**src/design/ccg_consts.vh**
```
// constants for the codec clock and reset generator
// assumes a 100 MHz system clock and the plain register port of ccg_top
`ifndef CCG_CONSTS_VH
`define CCG_CONSTS_VH

// register index on the plain port
`define CCG_ADR_CW0      3'h0
`define CCG_ADR_CW1      3'h1
`define CCG_ADR_CW2      3'h2
`define CCG_ADR_CW3      3'h3
`define CCG_ADR_STAT     3'h4

// ctrl_word_0 fields
`define CCG_CW0_AUXB_HI  4
`define CCG_CW0_AUXB_LO  0
// ctrl_word_1 fields
`define CCG_CW1_SEL      0
`define CCG_CW1_AUXA_HI  5
`define CCG_CW1_AUXA_LO  1
`define CCG_CW1_ADJ_HI   12
`define CCG_CW1_ADJ_LO   6
`define CCG_CW1_DIR      13
// ctrl_word_2 fields (fractional divider M, S, N)
`define CCG_CW2_M_HI     5
`define CCG_CW2_M_LO     0
`define CCG_CW2_S        6
`define CCG_CW2_N_HI     12
`define CCG_CW2_N_LO     7
// ctrl_word_3 fields
`define CCG_CW3_TRIG     0
// status fields
`define CCG_ST_RST       0
`define CCG_ST_BURST     1
`define CCG_ST_OSC       2
`define CCG_ST_EXT       3

// reset values and fractional divider constants
`define CCG_AUX_RST      5'h10
`define CCG_SEL_RST      1'h1
`define CCG_M_RST        6'h08
`define CCG_M_ZERO_VAL   7'h40
`define CCG_FRAC_DEN     8'h7d
`define CCG_SMP_LAST     7'h7c

// timing
`define CCG_CLK_MHZ      100
`define CCG_POR_MIN_US   1500
`define CCG_POR_CYC      (`CCG_POR_MIN_US * `CCG_CLK_MHZ)

`endif

```
**src/design/ccg_div.v**
```verilog
// programmable clock divider, 5-bit divisor, counts enable ticks
// assumes div is stable or changes only between output periods
`timescale 1ns/10ps
module ccg_div
(
  // clock and reset
  input  wire       clk,
  input  wire       rst,
  // control
  input  wire       en,
  input  wire       clr,
  input  wire [4:0] div,
  // clock level out
  output reg        out
);

  reg  [4:0] cnt;
  wire [5:0] half_w   = {1'b0, div} + 6'h01;
  wire [4:0] half     = half_w[5:1];
  wire       last     = (cnt >= div - 5'h01);
  wire [4:0] next_cnt = last ? 5'h00 : cnt + 5'h01;

  always @(posedge clk or posedge rst)
  begin
    if (rst)
    begin
      cnt <= 5'h00;
      out <= 1'b0;
    end
    else if (clr)
    begin
      // restart phase so the output lines up with the release
      cnt <= 5'h00;
      out <= (div != 5'h00);
    end
    else if (div == 5'h00)
    begin
      cnt <= 5'h00;
      out <= 1'b0;
    end
    else if (en)
    begin
      cnt <= next_cnt;
      out <= (next_cnt < half);
    end
  end

endmodule

```
**src/design/ccg_top.v**
```verilog
// clock and power-on reset generator of the voiceband codec
// assumes CLK stands for the selected master clock; derived clocks are
// strobes or levels on CLK, register port is on the same clock
//
// Contract
// - internal reset is power-on output OR inverted ext_reset_n; por_out_n is inverse of the power-on output only.
// - power-on output ORs internal pulse with capacitor-timed pulse from por_timing_cap.
// - writing one to por_test_trigger regenerates the internal power-on pulse.
// - osc_enable_pin high runs crystal oscillator; low powers it down, selects ext clock.
// - aux_clk_out_b is master_clk divided by aux_b_divisor; zero holds it low.
// - ext_reset_n low forces aux_b divide by 16, keeps toggling, resync on rise.
// - divided_master_clk is master_clk divided by one or two per pre_divider_sel.
// - each ctrl_word_1 write with nonzero phase_adjust_count starts one burst.
// - during burst divide one less for advance, one more for retard. Advance from divide-by-one stays at divide by one.
// - oversample, sample and aux_a clocks all derive from divided_master_clk.
// - ext_reset_n low forces pre-divider by two, keeps running, resync on rise.
// - aux_clk_out_a is divided_master_clk divided by aux_a_divisor; zero disables.
// - ext_reset_n low forces aux_a divide by 16, keeps toggling, resync on rise.
// - fractional divider keeps every sample period exactly constant except the first after reset or resync, which has one fewer long period.
// - ratio is M plus S times N over 125 with M, N, S limits.
// - sample_clk is oversample_clk divided by a fixed 125.
//
// Decided for this implementation: strobed register access and the placing of the registers.
`timescale 1ns/10ps
`include "ccg_consts.vh"
module ccg_top
#(
  parameter POR_PULSE_CYC = `CCG_POR_CYC
)
(
  // clock and reset
  input  wire        CLK,
  input  wire        SYS_RST,
  // pins
  input  wire        EXT_RESET_N,
  input  wire        OSC_ENABLE_PIN,
  input  wire        POR_TIMING_CAP,
  output reg         POR_OUT_N,
  output reg         OSC_RUN,
  output reg         CLK_SRC_EXT,
  // register port
  input  wire [2:0]  ADDR,
  input  wire [15:0] WDATA,
  input  wire        WR,
  input  wire        RD,
  output reg  [15:0] RDATA,
  // derived clocks
  output reg         DMC_TICK,
  output reg         OVS_TICK,
  output reg         SAMPLE_TICK,
  output wire        AUX_CLK_OUT_A,
  output wire        AUX_CLK_OUT_B
);

  // pin synchronisers: ext_reset_n, osc_enable_pin, por_timing_cap
  wire [2:0] pin_raw = {POR_TIMING_CAP, OSC_ENABLE_PIN, EXT_RESET_N};
  reg  [2:0] pin_s1;
  reg  [2:0] pin_s2;
  reg  [2:0] pin_s3;
  reg  [2:0] pin_val;

  genvar gi;
  generate
    for (gi = 0; gi < 3; gi = gi + 1)
    begin : g_sync
      always @(posedge CLK or posedge SYS_RST)
      begin
        if (SYS_RST)
        begin
          pin_s1[gi]  <= 1'b0;
          pin_s2[gi]  <= 1'b0;
          pin_s3[gi]  <= 1'b0;
          pin_val[gi] <= 1'b0;
        end
        else
        begin
          pin_s1[gi] <= pin_raw[gi];
          pin_s2[gi] <= pin_s1[gi];
          pin_s3[gi] <= pin_s2[gi];
          // a change counts only once two stages agree
          if (pin_s2[gi] == pin_s3[gi])
            pin_val[gi] <= pin_s3[gi];
        end
      end
    end
  endgenerate

  wire ext_n   = pin_val[0];
  wire osc_en  = pin_val[1];
  wire cap_hi  = pin_val[2];
  reg  ext_prev;
  wire resync  = ext_n & ~ext_prev;
  wire ext_low = ~ext_n;

  // power-on pulse generator
  reg  [17:0] por_cnt;
  reg         int_rst;
  wire        trig_wr;
  wire        por_int = (por_cnt != 18'h00000);
  // the cap buffer inverts: pin still low means the cap is charging
  wire        por_gen = por_int | ~cap_hi;

  always @(posedge CLK or posedge SYS_RST)
  begin
    if (SYS_RST)
    begin
      por_cnt   <= POR_PULSE_CYC[17:0];
      int_rst   <= 1'b1;
      POR_OUT_N <= 1'b0;
      ext_prev  <= 1'b0;
    end
    else
    begin
      if (trig_wr)
        por_cnt <= POR_PULSE_CYC[17:0];
      else if (por_int)
        por_cnt <= por_cnt - 18'h00001;
      int_rst   <= por_gen | ~ext_n;
      POR_OUT_N <= ~por_gen;
      ext_prev  <= ext_n;
    end
  end

  // oscillator control
  always @(posedge CLK or posedge SYS_RST)
  begin
    if (SYS_RST)
    begin
      OSC_RUN     <= 1'b0;
      CLK_SRC_EXT <= 1'b1;
    end
    else
    begin
      OSC_RUN     <= osc_en;
      CLK_SRC_EXT <= ~osc_en;
    end
  end

  // control registers, returned to defaults by the internal reset
  reg [4:0] aux_b_divisor;
  reg [4:0] aux_a_divisor;
  reg       pre_divider_sel;
  reg       phase_adjust_dir;
  reg [5:0] frac_m;
  reg       frac_s;
  reg [5:0] frac_n;
  reg [6:0] burst_cnt;
  wire      pre_wrap;

  wire [6:0] adj_w  = WDATA[`CCG_CW1_ADJ_HI:`CCG_CW1_ADJ_LO];
  wire       cw1_wr = WR & (ADDR == `CCG_ADR_CW1);
  assign trig_wr = WR & (ADDR == `CCG_ADR_CW3) & WDATA[`CCG_CW3_TRIG];

  always @(posedge CLK or posedge SYS_RST)
  begin
    if (SYS_RST)
    begin
      aux_b_divisor    <= `CCG_AUX_RST;
      aux_a_divisor    <= `CCG_AUX_RST;
      pre_divider_sel  <= `CCG_SEL_RST;
      phase_adjust_dir <= 1'b0;
      frac_m           <= `CCG_M_RST;
      frac_s           <= 1'b0;
      frac_n           <= 6'h00;
      burst_cnt        <= 7'h00;
    end
    else if (int_rst)
    begin
      // fields only; divider counters below keep running
      aux_b_divisor    <= `CCG_AUX_RST;
      aux_a_divisor    <= `CCG_AUX_RST;
      pre_divider_sel  <= `CCG_SEL_RST;
      phase_adjust_dir <= 1'b0;
      frac_m           <= `CCG_M_RST;
      frac_s           <= 1'b0;
      frac_n           <= 6'h00;
      burst_cnt        <= 7'h00;
    end
    else
    begin
      if (WR & (ADDR == `CCG_ADR_CW0))
        aux_b_divisor <= WDATA[`CCG_CW0_AUXB_HI:`CCG_CW0_AUXB_LO];
      if (cw1_wr)
      begin
        pre_divider_sel  <= WDATA[`CCG_CW1_SEL];
        aux_a_divisor    <= WDATA[`CCG_CW1_AUXA_HI:`CCG_CW1_AUXA_LO];
        phase_adjust_dir <= WDATA[`CCG_CW1_DIR];
      end
      if (WR & (ADDR == `CCG_ADR_CW2))
      begin
        frac_m <= WDATA[`CCG_CW2_M_HI:`CCG_CW2_M_LO];
        frac_s <= WDATA[`CCG_CW2_S];
        frac_n <= WDATA[`CCG_CW2_N_HI:`CCG_CW2_N_LO];
      end
      // a zero count leaves any running burst alone
      if (cw1_wr && adj_w != 7'h00)
        burst_cnt <= adj_w;
      else if (pre_wrap && burst_cnt != 7'h00)
        burst_cnt <= burst_cnt - 7'h01;
    end
  end

  // read port, data valid the cycle after the strobe
  always @(posedge CLK or posedge SYS_RST)
  begin
    if (SYS_RST)
      RDATA <= 16'h0000;
    else if (RD)
    begin
      case (ADDR)
        `CCG_ADR_CW0:
          RDATA <= {11'h000, aux_b_divisor};
        `CCG_ADR_CW1:
          RDATA <= {2'h0, phase_adjust_dir, burst_cnt, aux_a_divisor,
                    pre_divider_sel};
        `CCG_ADR_CW2:
          RDATA <= {3'h0, frac_n, frac_s, frac_m};
        `CCG_ADR_STAT:
          RDATA <= {12'h000, ext_n, osc_en, (burst_cnt != 7'h00), int_rst};
        default:
          RDATA <= 16'h0000;
      endcase
    end
    else
      RDATA <= 16'h0000;
  end

  // pre-divider
  reg  [1:0] pre_cnt;
  reg  [1:0] pre_eff;
  wire       sel_eff = ext_low | pre_divider_sel;
  wire [1:0] pre_base = sel_eff ? 2'h2 : 2'h1;

  always @*
  begin
    pre_eff = pre_base;
    if (burst_cnt != 7'h00)
      pre_eff = phase_adjust_dir ? pre_base - 2'h1 : pre_base + 2'h1;
    // advance from divide-by-one is not allowed; never stop the clock
    if (pre_eff == 2'h0)
      pre_eff = 2'h1;
  end

  assign pre_wrap = (pre_cnt >= pre_eff - 2'h1);

  always @(posedge CLK or posedge SYS_RST)
  begin
    if (SYS_RST)
    begin
      pre_cnt  <= 2'h0;
      DMC_TICK <= 1'b0;
    end
    else if (resync)
    begin
      pre_cnt  <= 2'h0;
      DMC_TICK <= 1'b0;
    end
    else
    begin
      pre_cnt  <= pre_wrap ? 2'h0 : pre_cnt + 2'h1;
      DMC_TICK <= pre_wrap;
    end
  end

  // fractional divider: N periods of M plus one (M minus one with S when M is above 2; none when M is 1) spread evenly over 125
  wire [6:0] m_val  = (frac_m == 6'h00) ? `CCG_M_ZERO_VAL : {1'b0, frac_m};
  wire       m_one  = (m_val == 7'h01);
  wire       s_neg  = frac_s & (m_val > 7'h02);
  wire [5:0] n_eff  = m_one ? 6'h00 : frac_n;
  wire [6:0] m_alt  = s_neg ? m_val - 7'h01 : m_val + 7'h01;
  reg  [6:0] os_cnt;
  reg  [6:0] smp_cnt;
  reg  [7:0] acc;
  reg        use_alt;
  wire [6:0] cur_per = use_alt ? m_alt : m_val;
  wire       os_wrap  = (os_cnt + 7'h01 >= cur_per);
  wire       smp_wrap = (smp_cnt == `CCG_SMP_LAST);
  // restarting the spread at each sample keeps that period exact
  wire [7:0] acc_sum = (smp_wrap ? 8'h00 : acc) + {2'h0, n_eff};
  wire       next_alt = (acc_sum >= `CCG_FRAC_DEN);

  always @(posedge CLK or posedge SYS_RST)
  begin
    if (SYS_RST)
    begin
      os_cnt      <= 7'h00;
      smp_cnt     <= 7'h00;
      acc         <= 8'h00;
      use_alt     <= 1'b0;
      OVS_TICK    <= 1'b0;
      SAMPLE_TICK <= 1'b0;
    end
    else if (resync)
    begin
      os_cnt      <= 7'h00;
      smp_cnt     <= 7'h00;
      acc         <= 8'h00;
      use_alt     <= 1'b0;
      OVS_TICK    <= 1'b0;
      SAMPLE_TICK <= 1'b0;
    end
    else
    begin
      OVS_TICK    <= DMC_TICK & os_wrap;
      SAMPLE_TICK <= DMC_TICK & os_wrap & smp_wrap;
      if (DMC_TICK)
      begin
        if (os_wrap)
        begin
          os_cnt  <= 7'h00;
          smp_cnt <= smp_wrap ? 7'h00 : smp_cnt + 7'h01;
          acc     <= next_alt ? acc_sum - `CCG_FRAC_DEN : acc_sum;
          use_alt <= next_alt;
        end
        else
          os_cnt <= os_cnt + 7'h01;
      end
    end
  end

  // output clock dividers; forced to 16 while ext_reset_n is low
  wire [4:0] aux_a_eff = ext_low ? `CCG_AUX_RST : aux_a_divisor;
  wire [4:0] aux_b_eff = ext_low ? `CCG_AUX_RST : aux_b_divisor;

  ccg_div u_aux_a
  (
    .clk (CLK),
    .rst (SYS_RST),
    .en  (DMC_TICK),
    .clr (resync),
    .div (aux_a_eff),
    .out (AUX_CLK_OUT_A)
  );

  ccg_div u_aux_b
  (
    .clk (CLK),
    .rst (SYS_RST),
    .en  (1'b1),
    .clr (resync),
    .div (aux_b_eff),
    .out (AUX_CLK_OUT_B)
  );

endmodule

```
**config.mk**
```make
export PLATFORM = sky130hd
export DESIGN_NAME = ccg_top
export DESIGN_NICKNAME = d
export VERILOG_FILES = /design/src/design/ccg_div.v /design/src/design/ccg_top.v
export VERILOG_INCLUDE_DIRS = /design/src /design/src/design
export SDC_FILE = /design/constraint.sdc
export NUM_CORES = 1
export LEC_CHECK = 0
export ABC_AREA = 1
export BUFFER_PORTS_ARGS = -buffer_cell sky130_fd_sc_hd__buf_4
export CORE_MARGIN = 4
export CORE_UTILIZATION = 45
export DETAILED_ROUTE_END_ITERATION = 12
export SYNTH_ARGS = -nofsm -noshare
export SYNTH_HDL_FRONTEND = slang
export SYNTH_HIERARCHICAL = 1
export SYNTH_SLANG_ARGS = --single-unit
```
**constraint.sdc**
```tcl
create_clock -name CLK -period 4.8 [get_ports CLK]
set_input_delay 0.72 -clock CLK [delete_from_list [all_inputs] [get_ports CLK]]
set_output_delay 0.72 -clock CLK [all_outputs]
set_load 0.02 [all_outputs]
```
* Yosys cells after proc, flatten, opt, wreduce, memory -nomap -nowiden
Cells that the tools add are included.
** Cells by class
- Equal/unequal tests :: 9
- $lt $le $gt $ge :: 8
- Bitwise logic cells :: 17
- Add/subtract/negate cells :: 18
- Reduce and logical (&&, ||, !) cells :: 21
- Muxes and demuxes :: 63
** Operators by type and width (count)
- 2-to-1 mux 7 bit :: 13
- 2-to-1 mux 5 bit :: 13
- case mux 14 bit (4 select lines) :: 1
- 2-to-1 mux 8 bit :: 5
- 2-to-1 mux 18 bit :: 2
- 2-to-1 mux 6 bit :: 5
- adder 7 x 1 -> 7 bit, second input constant :: 3
- nonzero test 18 bit :: 1
- subtractor 18 x 1 -> 18 bit, second input constant :: 1
- 2-to-1 mux 1 bit :: 17
- 2-to-1 mux 16 bit :: 1
- nonzero test 7 bit :: 2
- subtractor 7 x 1 -> 7 bit, second input constant :: 2
- adder 5 x 1 -> 6 bit, second input constant :: 2
- 2-to-1 mux 2 bit :: 6
- nonzero test 2 bit :: 6
- adder 5 x 1 -> 5 bit, second input constant :: 2
- >= comparator 5 bit :: 2
- zero test 5 bit :: 2
- < comparator 5 bit :: 2
- nonzero test 5 bit :: 2
- subtractor 5 x 1 -> 5 bit, second input constant :: 2
- AND 1 bit :: 9
- adder 8 x 6 -> 8 bit :: 1
- other kinds (21) :: 34
** Storage, ports and cells
- Register bits after elaboration :: 123
- Word-level logic and storage cells :: 175
- Bits of input ports :: 26

* Longest topological paths before layout
Gate-level depths: netlist (run 1).
- Word-level depth :: 14
- Gate-level depth with buffers :: 23
- Gate-level depth less buffers :: 22

* Hierarchy
The synthesis (run 1) kept the hierarchy.
** Modules (own cells, without submodules)
- ccg_top :: sequential area each 2745.1 sq um, cells an instance 773, area each 6222.2 sq um, instances 1
- ccg_div :: sequential area each 150.1 sq um, cells an instance 99, area each 728.2 sq um, instances 2

* Worst setup path before layout (run 1)
Ideal clock, no wire load.
- Kind :: register -> register
- From :: register pin_val[0] (netlist: ext_n)
- To :: register u_aux_b.out
- Path slack :: 1.794 ns
- Stages on the path, launching flop included :: 21
- Data arrival time :: 2.943 ns
- Buffers on the path :: 1
- Required time :: 4.737 ns
- Setup time :: 0.063 ns
- Path through :: dfrtp_1 > clkbuf_1 > nand2_1 > inv_1 > inv_1 > ha_1 > nand3_1 > xor2_1 > ha_1 > a21oi_1 > nand3_1 > or2_1 > inv_1 > ha_1 > nand2_1 > nor2_1 > a211oi_1 > nand2_1 > nand2_1 > nand2_1 > nand2_1
** Between the ends
- Cells in the longest elaborated chain, start to end :: 7
** RTL lines
- from (decl) :: line ccg_top.v:60 : reg [2:0] pin_val;
- from (signal, indexed assignment) :: line ccg_top.v:82 : pin_val[gi] <= pin_s3[gi];
- 2-to-1 mux 5 bit (*) :: line ccg_top.v:323 : wire [4:0] aux_b_eff = ext_low ? `CCG_AUX_RST : aux_b_divisor;
- via aux_b_eff[0] :: line ccg_top.v:323
- subtractor 5 x 1 -> 5 bit :: line ccg_div.v:20 : wire last = (cnt >= div - 5'h01);
- >= comparator 5 bit :: line ccg_div.v:20
- 2-to-1 mux 5 bit :: line ccg_div.v:21 : wire [4:0] next_cnt = last ? 5'h00 : cnt + 5'h01;
- < comparator 5 bit :: line ccg_div.v:44 : out <= (next_cnt < half);
- 2-to-1 mux 1 bit :: line ccg_div.v:36 : else if (div == 5'h00)
- 2-to-1 mux 1 bit (*) :: line ccg_div.v:30 : else if (clr)
- to (signal assigned) :: line ccg_div.v:34 : out <= (div != 5'h00);
- to (signal assigned) :: line ccg_div.v:44
- to (decl) :: line ccg_div.v:14 : output reg out
Mark *: on every way through the listed nets, which the timed path passes. The rest lies on a longest branch.
A chain may end at the register's enable or synchronous reset.

* Worst setup path in the final report (run 1)
- From :: register frac_m[0]
- To :: register smp_cnt[4]
** Between the ends
- Cells in the longest elaborated chain, start to end :: 9
** RTL lines
- from (decl) :: line ccg_top.v:144 : reg [5:0] frac_m;
- from (signal assigned) :: line ccg_top.v:162 : frac_m <= `CCG_M_RST;
- from (signal assigned) :: line ccg_top.v:174 : frac_m <= `CCG_M_RST;
- from (signal assigned) :: line ccg_top.v:191 : frac_m <= WDATA[`CCG_CW2_M_HI:`CCG_CW2_M_LO];
- zero test 6 bit :: line ccg_top.v:266 : wire [6:0] m_val = (frac_m == 6'h00) ? `CCG_M_ZERO_VAL : {1'b0, frac_m};
- 2-to-1 mux 7 bit (*) :: line ccg_top.v:266
- > comparator 7 x 2 -> 1 bit :: line ccg_top.v:268 : wire s_neg = frac_s & (m_val > 7'h02);
- AND 1 bit :: line ccg_top.v:268
- 2-to-1 mux 7 bit :: line ccg_top.v:270 : wire [6:0] m_alt = s_neg ? m_val - 7'h01 : m_val + 7'h01;
- 2-to-1 mux 7 bit (*) :: line ccg_top.v:275 : wire [6:0] cur_per = use_alt ? m_alt : m_val;
- >= comparator 7 bit (*) :: line ccg_top.v:276 : wire os_wrap = (os_cnt + 7'h01 >= cur_per);
- nonzero test 2 bit (no source line) (*)
- AND reduction 2 bit (no source line) (*)
- to (signal assigned) :: line ccg_top.v:311 : smp_cnt <= smp_wrap ? 7'h00 : smp_cnt + 7'h01;
- to (decl) :: line ccg_top.v:272 : reg [6:0] smp_cnt;
Every way passes the cells marked *; elsewhere a longest branch is shown, timed or not.

==> results of run 1 <==
worst register-to-register path, cell delays in order, from the launching register on:
cell and delay (ps):
dfrtp_1 410, inv_1 120, ha_1 240, nor3_1 230, o21ai_0 110, nand2_1 160
inv_2 80, o21ai_0 160, a21oi_1 70, xor2_1 150, ha_1 310, nand2_1 50
o21ai_0 170, nand4_1 100, nand3_1 100, nand2_1 70, nand2_1 340, clkinv_1 400
nand2_1 150, o21ai_0 90
cell usage after synthesis, drive strengths merged, types with 2 or more instances:
master	count	area (µm²)
nand2	229	890
inv	176	666
dfrtp	107	2680
nor2	85	365
o21ai	64	339
ha	53	663
nand3	52	300
a21oi	36	180
xor2	34	298
nor3	22	183
nand4	17	106
dfstp	14	368
o22ai	12	75.1
xnor2	12	105
buf	8	56.3
nor4	5	43.8
o211ai	5	37.5
a221oi	4	35.0
mux2	4	45.0
or2	4	27.5
a22oi	3	22.5
clkbuf	3	11.3
maj3	3	30.0
a211oi	2	15.0
and2	2	15.0
clkinv	2	7.51
conb	2	7.51
o2111ai	2	17.5
o21a	2	15.0
o31ai	2	25.0
through the flow:
step | std cells | total power (W) | hold slack [ps] | cell area (µm²) | setup WS (ps)
finish | 1262 | 0.00303 | 246 | 8840 | 1150
global route | 1262 | 0.00322 | 264 | 8840 | 759
CTS | 1262 | 0.00307 | 241 | 8840 | 1090
detailed placement | 1230 | 0.00179 | 346 | 8260 | 1130
global placement | 1230 | 0.00179 | 334 | 8260 | 1240
floorplan | 973 | 0.00164 | 331 | 7690 | 1230
path summary, 6_finish.rpt:
check | endpoint | cells past startpoint | from
worst max-delay path | smp_cnt[4] | 19 | frac_m[0]
worst min-delay path | u_aux_b/out | 2 | SYS_RST
worst max register to register | smp_cnt[4] | 19 | frac_m[0]
worst min register to register | pin_s2[2] | 0 | pin_s1[2]
max in group asynchronous | por_cnt[8] | 3 | SYS_RST
min in group CLK | pin_s2[2] | 0 | pin_s1[2]
final cells by class:
type	instances	area, µm²	share of cell area [%]
Clock buffer	24	482	5.45
Inverter	178	676	7.64
Tap cell	220	275	3.11
Multi-Input combinational cell	663	3910	44.2
Timing Repair Buffer	48	360	4.08
Sequential cell	121	3050	34.4
Clock inverter	8	97.6	1.10
cell usage in the layout (no fill, tap or decap), types with 15 or more instances in the layout:
cell | Yosys | routed
a21oi_1 | 36 | 36
clkbuf_16 | 0 | 17
nor2_1 | 76 | 76
xor2_1 | 34 | 34
ha_1 | 53 | 53
nand3_1 | 47 | 47
o21ai_1 | 15 | 15
dfrtp_1 | 107 | 107
nand4_1 | 17 | 17
o21ai_0 | 44 | 44
inv_1 | 160 | 159
buf_4 | 4 | 48
nor3_1 | 15 | 15
nand2_1 | 219 | 219
sequential cells by signal, indices dropped and copies added, names as in the netlist, 5 cells and up:
signal	count
smp_cnt	7
aux_a_divisor	5
u_aux_a/cnt	5
por_cnt	18
os_cnt	7
burst_cnt	7
RDATA	14
aux_b_divisor	5
frac_m	6
frac_n	6
u_aux_b/cnt	5
acc	8
cell families after synthesis:
| logic type | Yosys count | share of synthesized area, % |
|---|---|---|
| AO/OA/AOI/OAI | 135 | 10.2 |
| XOR/XNOR | 46 | 5.25 |
| buffers and inverters | 189 | 9.65 |
| flip-flops | 121 | 39.7 |
| AND/OR/NAND/NOR | 417 | 25.2 |
| multiplexers | 4 | 0.587 |
| other | 2 | 0.0978 |
| adder cells (fa/ha/maj) | 57 | 9.29 |
report_power, final:
part / total [W] / internal [W] / switching, W
logic: 0.000541 / 0.000216 / 0.000325
clock network: 0.00126 / 0.000802 / 0.000459
registers: 0.00123 / 0.00113 / 0.0000983
total: 0.00303 / 0.00215 / 0.000882
metal layers:
metal,GRT usage [%],vias to the layer above
met4,5.87,0
met2,28.2,131
met3,3.93,19
met1,26.3,2850
met5,0,-
li1,-,3227
==> results.py, run 1 <==
metrics = {
    "outcome": {
        "status": "finished clean",
    },
    "detailed_routing": {
        "met3_length_um": 734,
        "highest_layer": "met4",
        "drt-total-wl_mm": 16.9,
        "routedWlPerCell_um": 13.4,
        "dr_wl_met2_mm": 7.56,
        "ant_nets": 0,
        "via_count": 6227,
        "drt_iter0_drc": 362,
        "drtPass1Iterations": 5,
        "met1_length_mm": 8.35,
        "via_per_inst": 4.93,
        "drc_errors": 0,
    },
    "clocking": {
        "clk-insertion-delay-late_ps": 420,
        "clockRootBuffer": "clkbuf_16",
        "hold_buffers": 0,
        "htree_levels": 4,
        "cts.path.max_buffers": 2,
        "numCtsBuffers": 17,
        "cts_resized": 0,
        "clkSinkCount": 121,
        "cts_tree": "yes",
        "path_clk_slew_ps": 60,
        "post-cts-setup-buffer-count": 0,
    },
    "worst_setup_path": {
        "crit_chain": "inv_1 > ha_1 > nor3_1 > o21ai_0 > nand2_1 > inv_2 > o21ai_0 > a21oi_1 > xor2_1 > ha_1 > nand2_1 > o21ai_0 > nand4_1 > nand3_1 > nand2_1 > nand2_1 > clkinv_1 > nand2_1 > o21ai_0",
        "path_class": "flop to flop",
        "cpLargestDelayFamily": "simple AND/OR/NAND/NOR gates",
        "crit_path_end_kind": "flop",
        "cp_max_fo": 11,
        "worst-endpoint-arrival_ps": 3950,
        "crit_top_cell": "nand2_1",
        "worstPathRequired_ps": 5090,
        "ff2ff_setup_slack_ps": 1150,
        "slowest_delay_ps": 410,
        "crit_slowest_cell": "dfrtp_1",
        "path_buf_inv": 3,
        "cp-start-kind": "flop",
    },
    "global_routing": {
        "antenna_found_initial": 0,
        "grt_usage_pct": 18.4,
        "grt_pass1_wl_mm": 29.4,
        "grt_max_degree": 75,
        "grt_pass1_vias": 6045,
        "overflow": 0,
    },
    "logic_synthesis": {
        "syn_area_um2": 7680,
        "syn_inst": 971,
        "synth_cell_types": 54,
        "synth_edf_count": 0,
        "yosys_warnings": 6,
        "ys.flop_type": "dfrtp_1",
        "async_reset_ff_share_pct": 100,
        "synth_area_per_cell_um2": 7.91,
        "seq_area_frac_synth_pct": 39.7,
        "synth_seq_cells": 121,
    },
    "layout": {
        "layout-drive-gt1-share_pct": 14.9,
        "area_delta_synth_final_pct": 15.2,
        "fin_util_pct": 53.1,
        "diodes": 0,
        "nFillCells": 1615,
        "nets": 1109,
    },
    "floorplan": {
        "row_count": 47,
        "die_y_um": 139,
        "core_um2": 16600,
        "die_w_um": 139,
        "io_pins": 50,
        "initial_core_util_pct": 46.1,
        "dieArea_um2": 19200,
    },
    "timing": {
        "max_slew.worst_pin.slew_ps": 956,
        "setup_viol": 0,
        "period_minus_slack_ps": 3650,
        "fmax_mhz": 274,
        "rsz0062_at_grt": "no",
        "slew_violations": 0,
        "finalHoldViolCount": 0,
        "slew_headroom_pct": 36.3,
        "fin_crit_sh_pct": 76.1,
        "setup_tns_ps": 0,
        "skew_ps": 9.29,
    },
    "run": {
        "max_cap_viol_count": 0,
    },
    "power_and_ir_drop": {
        "p_per_area_nw_per_um2": 343,
        "p_leak_nw": 4.42,
        "ir_worst_vdd_v": 0.000321,
    },
    "placed_design": {
        "numPortBuffers": 45,
        "dp_hpwl_mm": 12.7,
        "gp_congestion": 0.871,
    },
    "min_path": {
        "hold_class": "input port to asynchronous set/reset pin",
    },
}
(Power assumes the default switching activity.)
==> run 2, diff against run 1 <==
- clock period: 4.8 -> 3.68 ns (I/O delays scaled with it)
==> results.py, run 2 (synthesized netlist as in run 1, its figures left out) <==
metrics = {
    "outcome": {
        "status": "finished clean",
    },
    "detailed_routing": {
        "via_per_inst": 4.94,
        "routedWlPerCell_um": 13.3,
        "drtPass1Iterations": 5,
        "ant_nets": 0,
        "drt-total-wl_mm": 16.8,
        "drc_errors": 0,
        "via_count": 6253,
        "drt_iter0_drc": 332,
    },
    "timing": {
        "slew_headroom_pct": 50.9,
        "setup_tns_ps": 0,
        "fin_crit_sh_pct": 89.9,
        "rsz0062_at_grt": "no",
        "slew_violations": 0,
        "setup_viol": 0,
        "fmax_mhz": 302,
        "skew_ps": 9.21,
        "max_slew.worst_pin.slew_ps": 737,
        "period_minus_slack_ps": 3310,
        "finalHoldViolCount": 0,
    },
    "worst_setup_path": {
        "r2r-end": "smp_cnt[6]",
        "worst-endpoint-arrival_ps": 3610,
        "cp_max_fo": 10,
        "worstPathRequired_ps": 3980,
        "path_class": "flop to flop",
        "rr_worst_depth": 19,
        "ff2ff_setup_slack_ps": 370,
        "crit_path_end_kind": "flop",
        "reg2reg_from": "frac_m[0]",
        "cp-start-kind": "flop",
    },
    "power_and_ir_drop": {
        "pwr-share-clk_pct": 43.0,
        "switching_share_pct": 29.5,
        "ir_worst_vdd_v": 0.000297,
        "power.internal_w": 0.00287,
        "total_power_w": 0.00406,
        "p_leak_nw": 4.46,
        "combPwrFrac_pct": 17.5,
        "p_per_area_nw_per_um2": 456,
        "p_sw_w": 0.00120,
        "p_seq_share_pct": 39.5,
    },
    "clocking": {
        "numCtsBuffers": 17,
        "cts.path.max_buffers": 2,
        "clockRootBuffer": "clkbuf_16",
        "htree_levels": 4,
        "post-cts-setup-buffer-count": 0,
        "cts_tree": "yes",
        "clkSinkCount": 121,
        "path_clk_slew_ps": 60,
        "clk-insertion-delay-late_ps": 420,
    },
    "layout": {
        "final_common_cell": "nand2_1",
        "area_delta_synth_final_pct": 16.1,
        "layout-drive-gt1-share_pct": 15.6,
        "layout_common_cells": "nand2_1, inv_1, dfrtp_1",
        "nets": 1113,
        "fin_util_pct": 53.6,
        "largest_reg_flops": 18,
        "regMostFlops": "por_cnt",
        "diodes": 0,
        "reg.largest.list": "por_cnt (18), RDATA (14), acc (8)",
    },
    "floorplan": {
        "initial_core_util_pct": 46.1,
        "io_pins": 50,
        "dieArea_um2": 19200,
        "die_y_um": 139,
        "core_um2": 16600,
        "row_count": 47,
        "die_w_um": 139,
    },
    "global_routing": {
        "grt_usage_pct": 18.0,
        "overflow": 0,
        "grt_pass1_vias": 6003,
        "antenna_found_initial": 0,
        "grt_pass1_wl_mm": 28.7,
        "grt_max_degree": 60,
    },
    "min_path": {
        "hold_class": "input port to asynchronous set/reset pin",
    },
    "placed_design": {
        "numPortBuffers": 45,
        "dp_hpwl_mm": 12.7,
        "gp_congestion": 0.867,
    },
    "run": {
        "max_cap_viol_count": 0,
    },
}
==> run 2: critical path, cell delays in order (launching register included) <==
cell and delay [ps]:
dfrtp_1 410, inv_1 110, ha_1 250, nor3_1 240
o21ai_0 120, nand2_1 150, inv_2 80, o21ai_0 140
a21oi_1 70, xor2_1 150, ha_1 310, nand2_1 50
o21ai_0 180, nand4_1 100, nand3_1 110, nand2_1 80
nand2_1 100, clkinv_1 300, nand2_1 140, o21ai_0 90
==> run 2: layer usage <==
metal | vias to the layer above | routed length (µm) | track usage [%]
met1 | 2894 | 8530 | 25.6
met3 | 17 | 568 | 3.86
met5 | - | 0 | 0
li1 | 3236 | - | -
met4 | 0 | 202 | 5.36
met2 | 106 | 7490 | 27.9
==> run 2: worst max path at each step <==
| stage | from | to |
|---|---|---|
| 2_1_floorplan | SYS_RST | DMC_TICK |
| 6_report | frac_m[0] | smp_cnt[6] |
| 3_5_place_dp | frac_m[1] | smp_cnt[2] |
| 4_1_cts | frac_m[0] | smp_cnt[2] |
| 5_1_grt | frac_m[1] | smp_cnt[2] |
| 3_3_place_gp | frac_m[0] | smp_cnt[6] |
==> run 2: what timing repair did <==
item / 4_1_cts / 5_1_grt
resized for setup: 0 / 1
setup endpoints to repair: 0 / 1
hold buffers: 0 / 0
==> run 2: power groups by stage <==
stage	Clock, W	Combinational (W)	Sequential [W]
global placement	0	0.000705	0.00163
floorplan	0	0.000522	0.00161
global route	0.00184	0.000834	0.00163
CTS	0.00177	0.000723	0.00161
finish	0.00175	0.000712	0.00161
detailed placement	0	0.000719	0.00163
==> run 2: area by class of cell <==
class | instances | area [µm²]
flip-flops and latches | 121 | 3050
clock buffers | 19 | 453
fillers | 1550 | 7720
repair buffers | 52 | 390
multi-input cells | 663 | 3910
clock inverters | 13 | 169
inverters | 178 | 678
well taps | 220 | 275
==> run 2: per-stage QoR <==
step	hold WS (ps)	worst slack, ps	area (µm²)	instances
finish	73.7	372	8920	1266
detailed placement	335	369	8290	1234
global route	87.6	32.8	8920	1266
CTS	69.0	349	8910	1266
global placement	333	429	8290	1234
floorplan	331	277	7690	973
==> run 3, diff against run 2 <==
- CELL_PAD_IN_SITES_DETAIL_PLACEMENT: unset -> 1
- CELL_PAD_IN_SITES_GLOBAL_PLACEMENT: unset -> 1
- PLACE_DENSITY_LB_ADDON: unset -> 0.1
- SLEW_MARGIN: unset -> 5
==> results.py, run 3 (synthesized netlist as in run 1, its figures left out) <==
metrics = {
    "min_path": {
        "hold_class": "input port to asynchronous set/reset pin",
    },
    "worst_setup_path": {
        "cp_max_fo": 9,
        "crit_path_end_kind": "flop",
        "worst-endpoint-arrival_ps": 3700,
        "ff2ff_setup_slack_ps": 320,
        "crit_slowest_cell": "dfrtp_1",
        "crit_top_cell": "nand2_1",
        "slowest_delay_ps": 390,
        "crit_chain": "inv_1 > ha_1 > nor3_1 > o21ai_0 > nand2_1 > inv_2 > nand2_1 > nand2_1 > o2111ai_1 > nand2_1 > ha_1 > nand2_1 > o21a_1 > nand3_1 > nand2_1 > inv_1 > nand2_1 > inv_4 > nand2_1 > o21ai_0",
        "path_class": "flop to flop",
        "worstPathRequired_ps": 4020,
        "cp-start-kind": "flop",
    },
    "power_and_ir_drop": {
        "power.internal_w": 0.00279,
        "combPwrFrac_pct": 18.5,
        "total_power_w": 0.00401,
        "p_seq_share_pct": 40.3,
        "ir_worst_vdd_v": 0.000428,
        "p_per_area_nw_per_um2": 452,
        "p_sw_w": 0.00121,
        "switching_share_pct": 30.3,
        "p_leak_nw": 4.45,
        "pwr-share-clk_pct": 41.2,
    },
    "timing": {
        "period_minus_slack_ps": 3360,
        "fmax_mhz": 297,
        "setup_viol": 0,
        "skew_ps": 9.08,
        "slew_violations": 0,
        "slew_headroom_pct": 32.0,
        "finalHoldViolCount": 0,
        "fin_crit_sh_pct": 91.4,
        "setup_tns_ps": 0,
        "max_slew.worst_pin.slew_ps": 1020,
    },
    "global_routing": {
        "grt_pass1_vias": 6674,
        "grt_pass1_wl_mm": 34.2,
        "overflow": 0,
        "grt_max_degree": 82,
        "antenna_found_initial": 0,
        "grt_usage_pct": 21.9,
    },
    "clocking": {
        "post-cts-setup-buffer-count": 0,
        "cts_tree": "yes",
        "path_clk_slew_ps": 60,
        "cts.path.max_buffers": 2,
        "clockRootBuffer": "clkbuf_16",
        "htree_levels": 4,
        "clk-insertion-delay-late_ps": 420,
        "clkSinkCount": 121,
        "hold_buffers": 0,
        "numCtsBuffers": 17,
        "cts_resized": 0,
    },
    "layout": {
        "multi_input_area_um2": 3900,
        "diodes": 0,
        "seqCellArea_um2": 3050,
        "regMostFlops": "por_cnt",
        "layout_common_cells": "nand2_1, inv_1, dfrtp_1",
        "area_delta_synth_final_pct": 15.6,
        "largest_reg_flops": 18,
        "final_common_cell": "nand2_1",
        "nFillCells": 2075,
        "reg.largest.list": "por_cnt (18), RDATA (14), acc (8)",
        "layout-drive-gt1-share_pct": 15.5,
        "nets": 1113,
    },
    "placed_design": {
        "dp_hpwl_mm": 15.1,
        "gp_congestion": 0.866,
        "numPortBuffers": 45,
    },
    "detailed_routing": {
        "via_per_inst": 5.11,
        "via_count": 6464,
        "drt_iter0_drc": 297,
        "drc_errors": 0,
        "drt-total-wl_mm": 20.3,
        "routedWlPerCell_um": 16.1,
        "drtPass1Iterations": 5,
        "ant_nets": 0,
    },
    "floorplan": {
        "die_w_um": 139,
        "core_um2": 16600,
        "io_pins": 50,
        "dieArea_um2": 19200,
        "die_y_um": 139,
        "initial_core_util_pct": 46.1,
        "row_count": 47,
    },
    "run": {
        "max_cap_viol_count": 0,
    },
    "outcome": {
        "status": "finished clean",
    },
}
[run 3: changes by cell type in the layout (fill, tap and decap cells not counted), sizes merged]
cell	previous run	this run
clkinv	6	8
inv	178	176
bufinv	3	2
clkbuf	19	20
[run 3: power by group through the flow]
stage / clock network (W) / logic (W) / registers, W
detailed placement: 0 / 0.000732 / 0.00164
CTS: 0.00169 / 0.000748 / 0.00162
finish: 0.00165 / 0.000743 / 0.00162
global placement: 0 / 0.000705 / 0.00163
global route: 0.00176 / 0.000856 / 0.00164
floorplan: 0 / 0.000522 / 0.00161
[run 3: worst paths after layout]
| path | to | cells past startpoint | startpoint |
|---|---|---|---|
| min | u_aux_b/cnt[4] | 2 | SYS_RST |
| min in group CLK | pin_s1[2] | 1 | POR_TIMING_CAP |
| max | smp_cnt[6] | 20 | frac_m[1] |
| max reg2reg | smp_cnt[6] | 20 | frac_m[1] |
| min reg2reg | pin_s2[1] | 0 | pin_s1[1] |
| max in group asynchronous | smp_cnt[6] | 3 | SYS_RST |
[run 3: per-layer routing]
layer	global-route usage, %	vias to the layer above	share of wire, %
li1	-	3232	-
met5	0	-	0
met3	4.21	14	2.8
met4	5.20	0	1.0
met1	29.2	3134	47
met2	37.1	84	49
[run 3: layout make-up]
type                            count  area share [%]
Clock buffer                       20            5.15
Timing Repair Buffer               52            4.40
Inverter                          178            7.68
Clock inverter                     12            1.41
Tap cell                          220            3.10
Multi-Input combinational cell    663            43.9
Sequential cell                   121            34.3
[run 3: through the flow]
| step | setup WS (ps) | hold WS [ps] | utilization, % | std cells | area, µm² |
|---|---|---|---|---|---|
| after detailed placement | 294 | 336 | 49.8 | 1234 | 8290 |
| after global placement | 367 | 331 | 49.8 | 1234 | 8290 |
| after global routing | -1.35 | 83.0 | 53.3 | 1266 | 8870 |
| after CTS | 269 | 71.7 | 53.3 | 1266 | 8870 |
| final | 317 | 81.2 | 53.3 | 1266 | 8870 |
| after floorplan | 277 | 331 | - | 973 | 7690 |
[run 3: worst max-delay path: cells and delay by family, from the launching register on]
kind / cells / cell delay (ps)
flip-flops: 1 / 390
AND/OR/NAND/NOR: 10 / 1310
AO/OA/AOI/OAI: 4 / 580
buffers and inverters: 4 / 470
adder cells (fa/ha/maj): 2 / 540
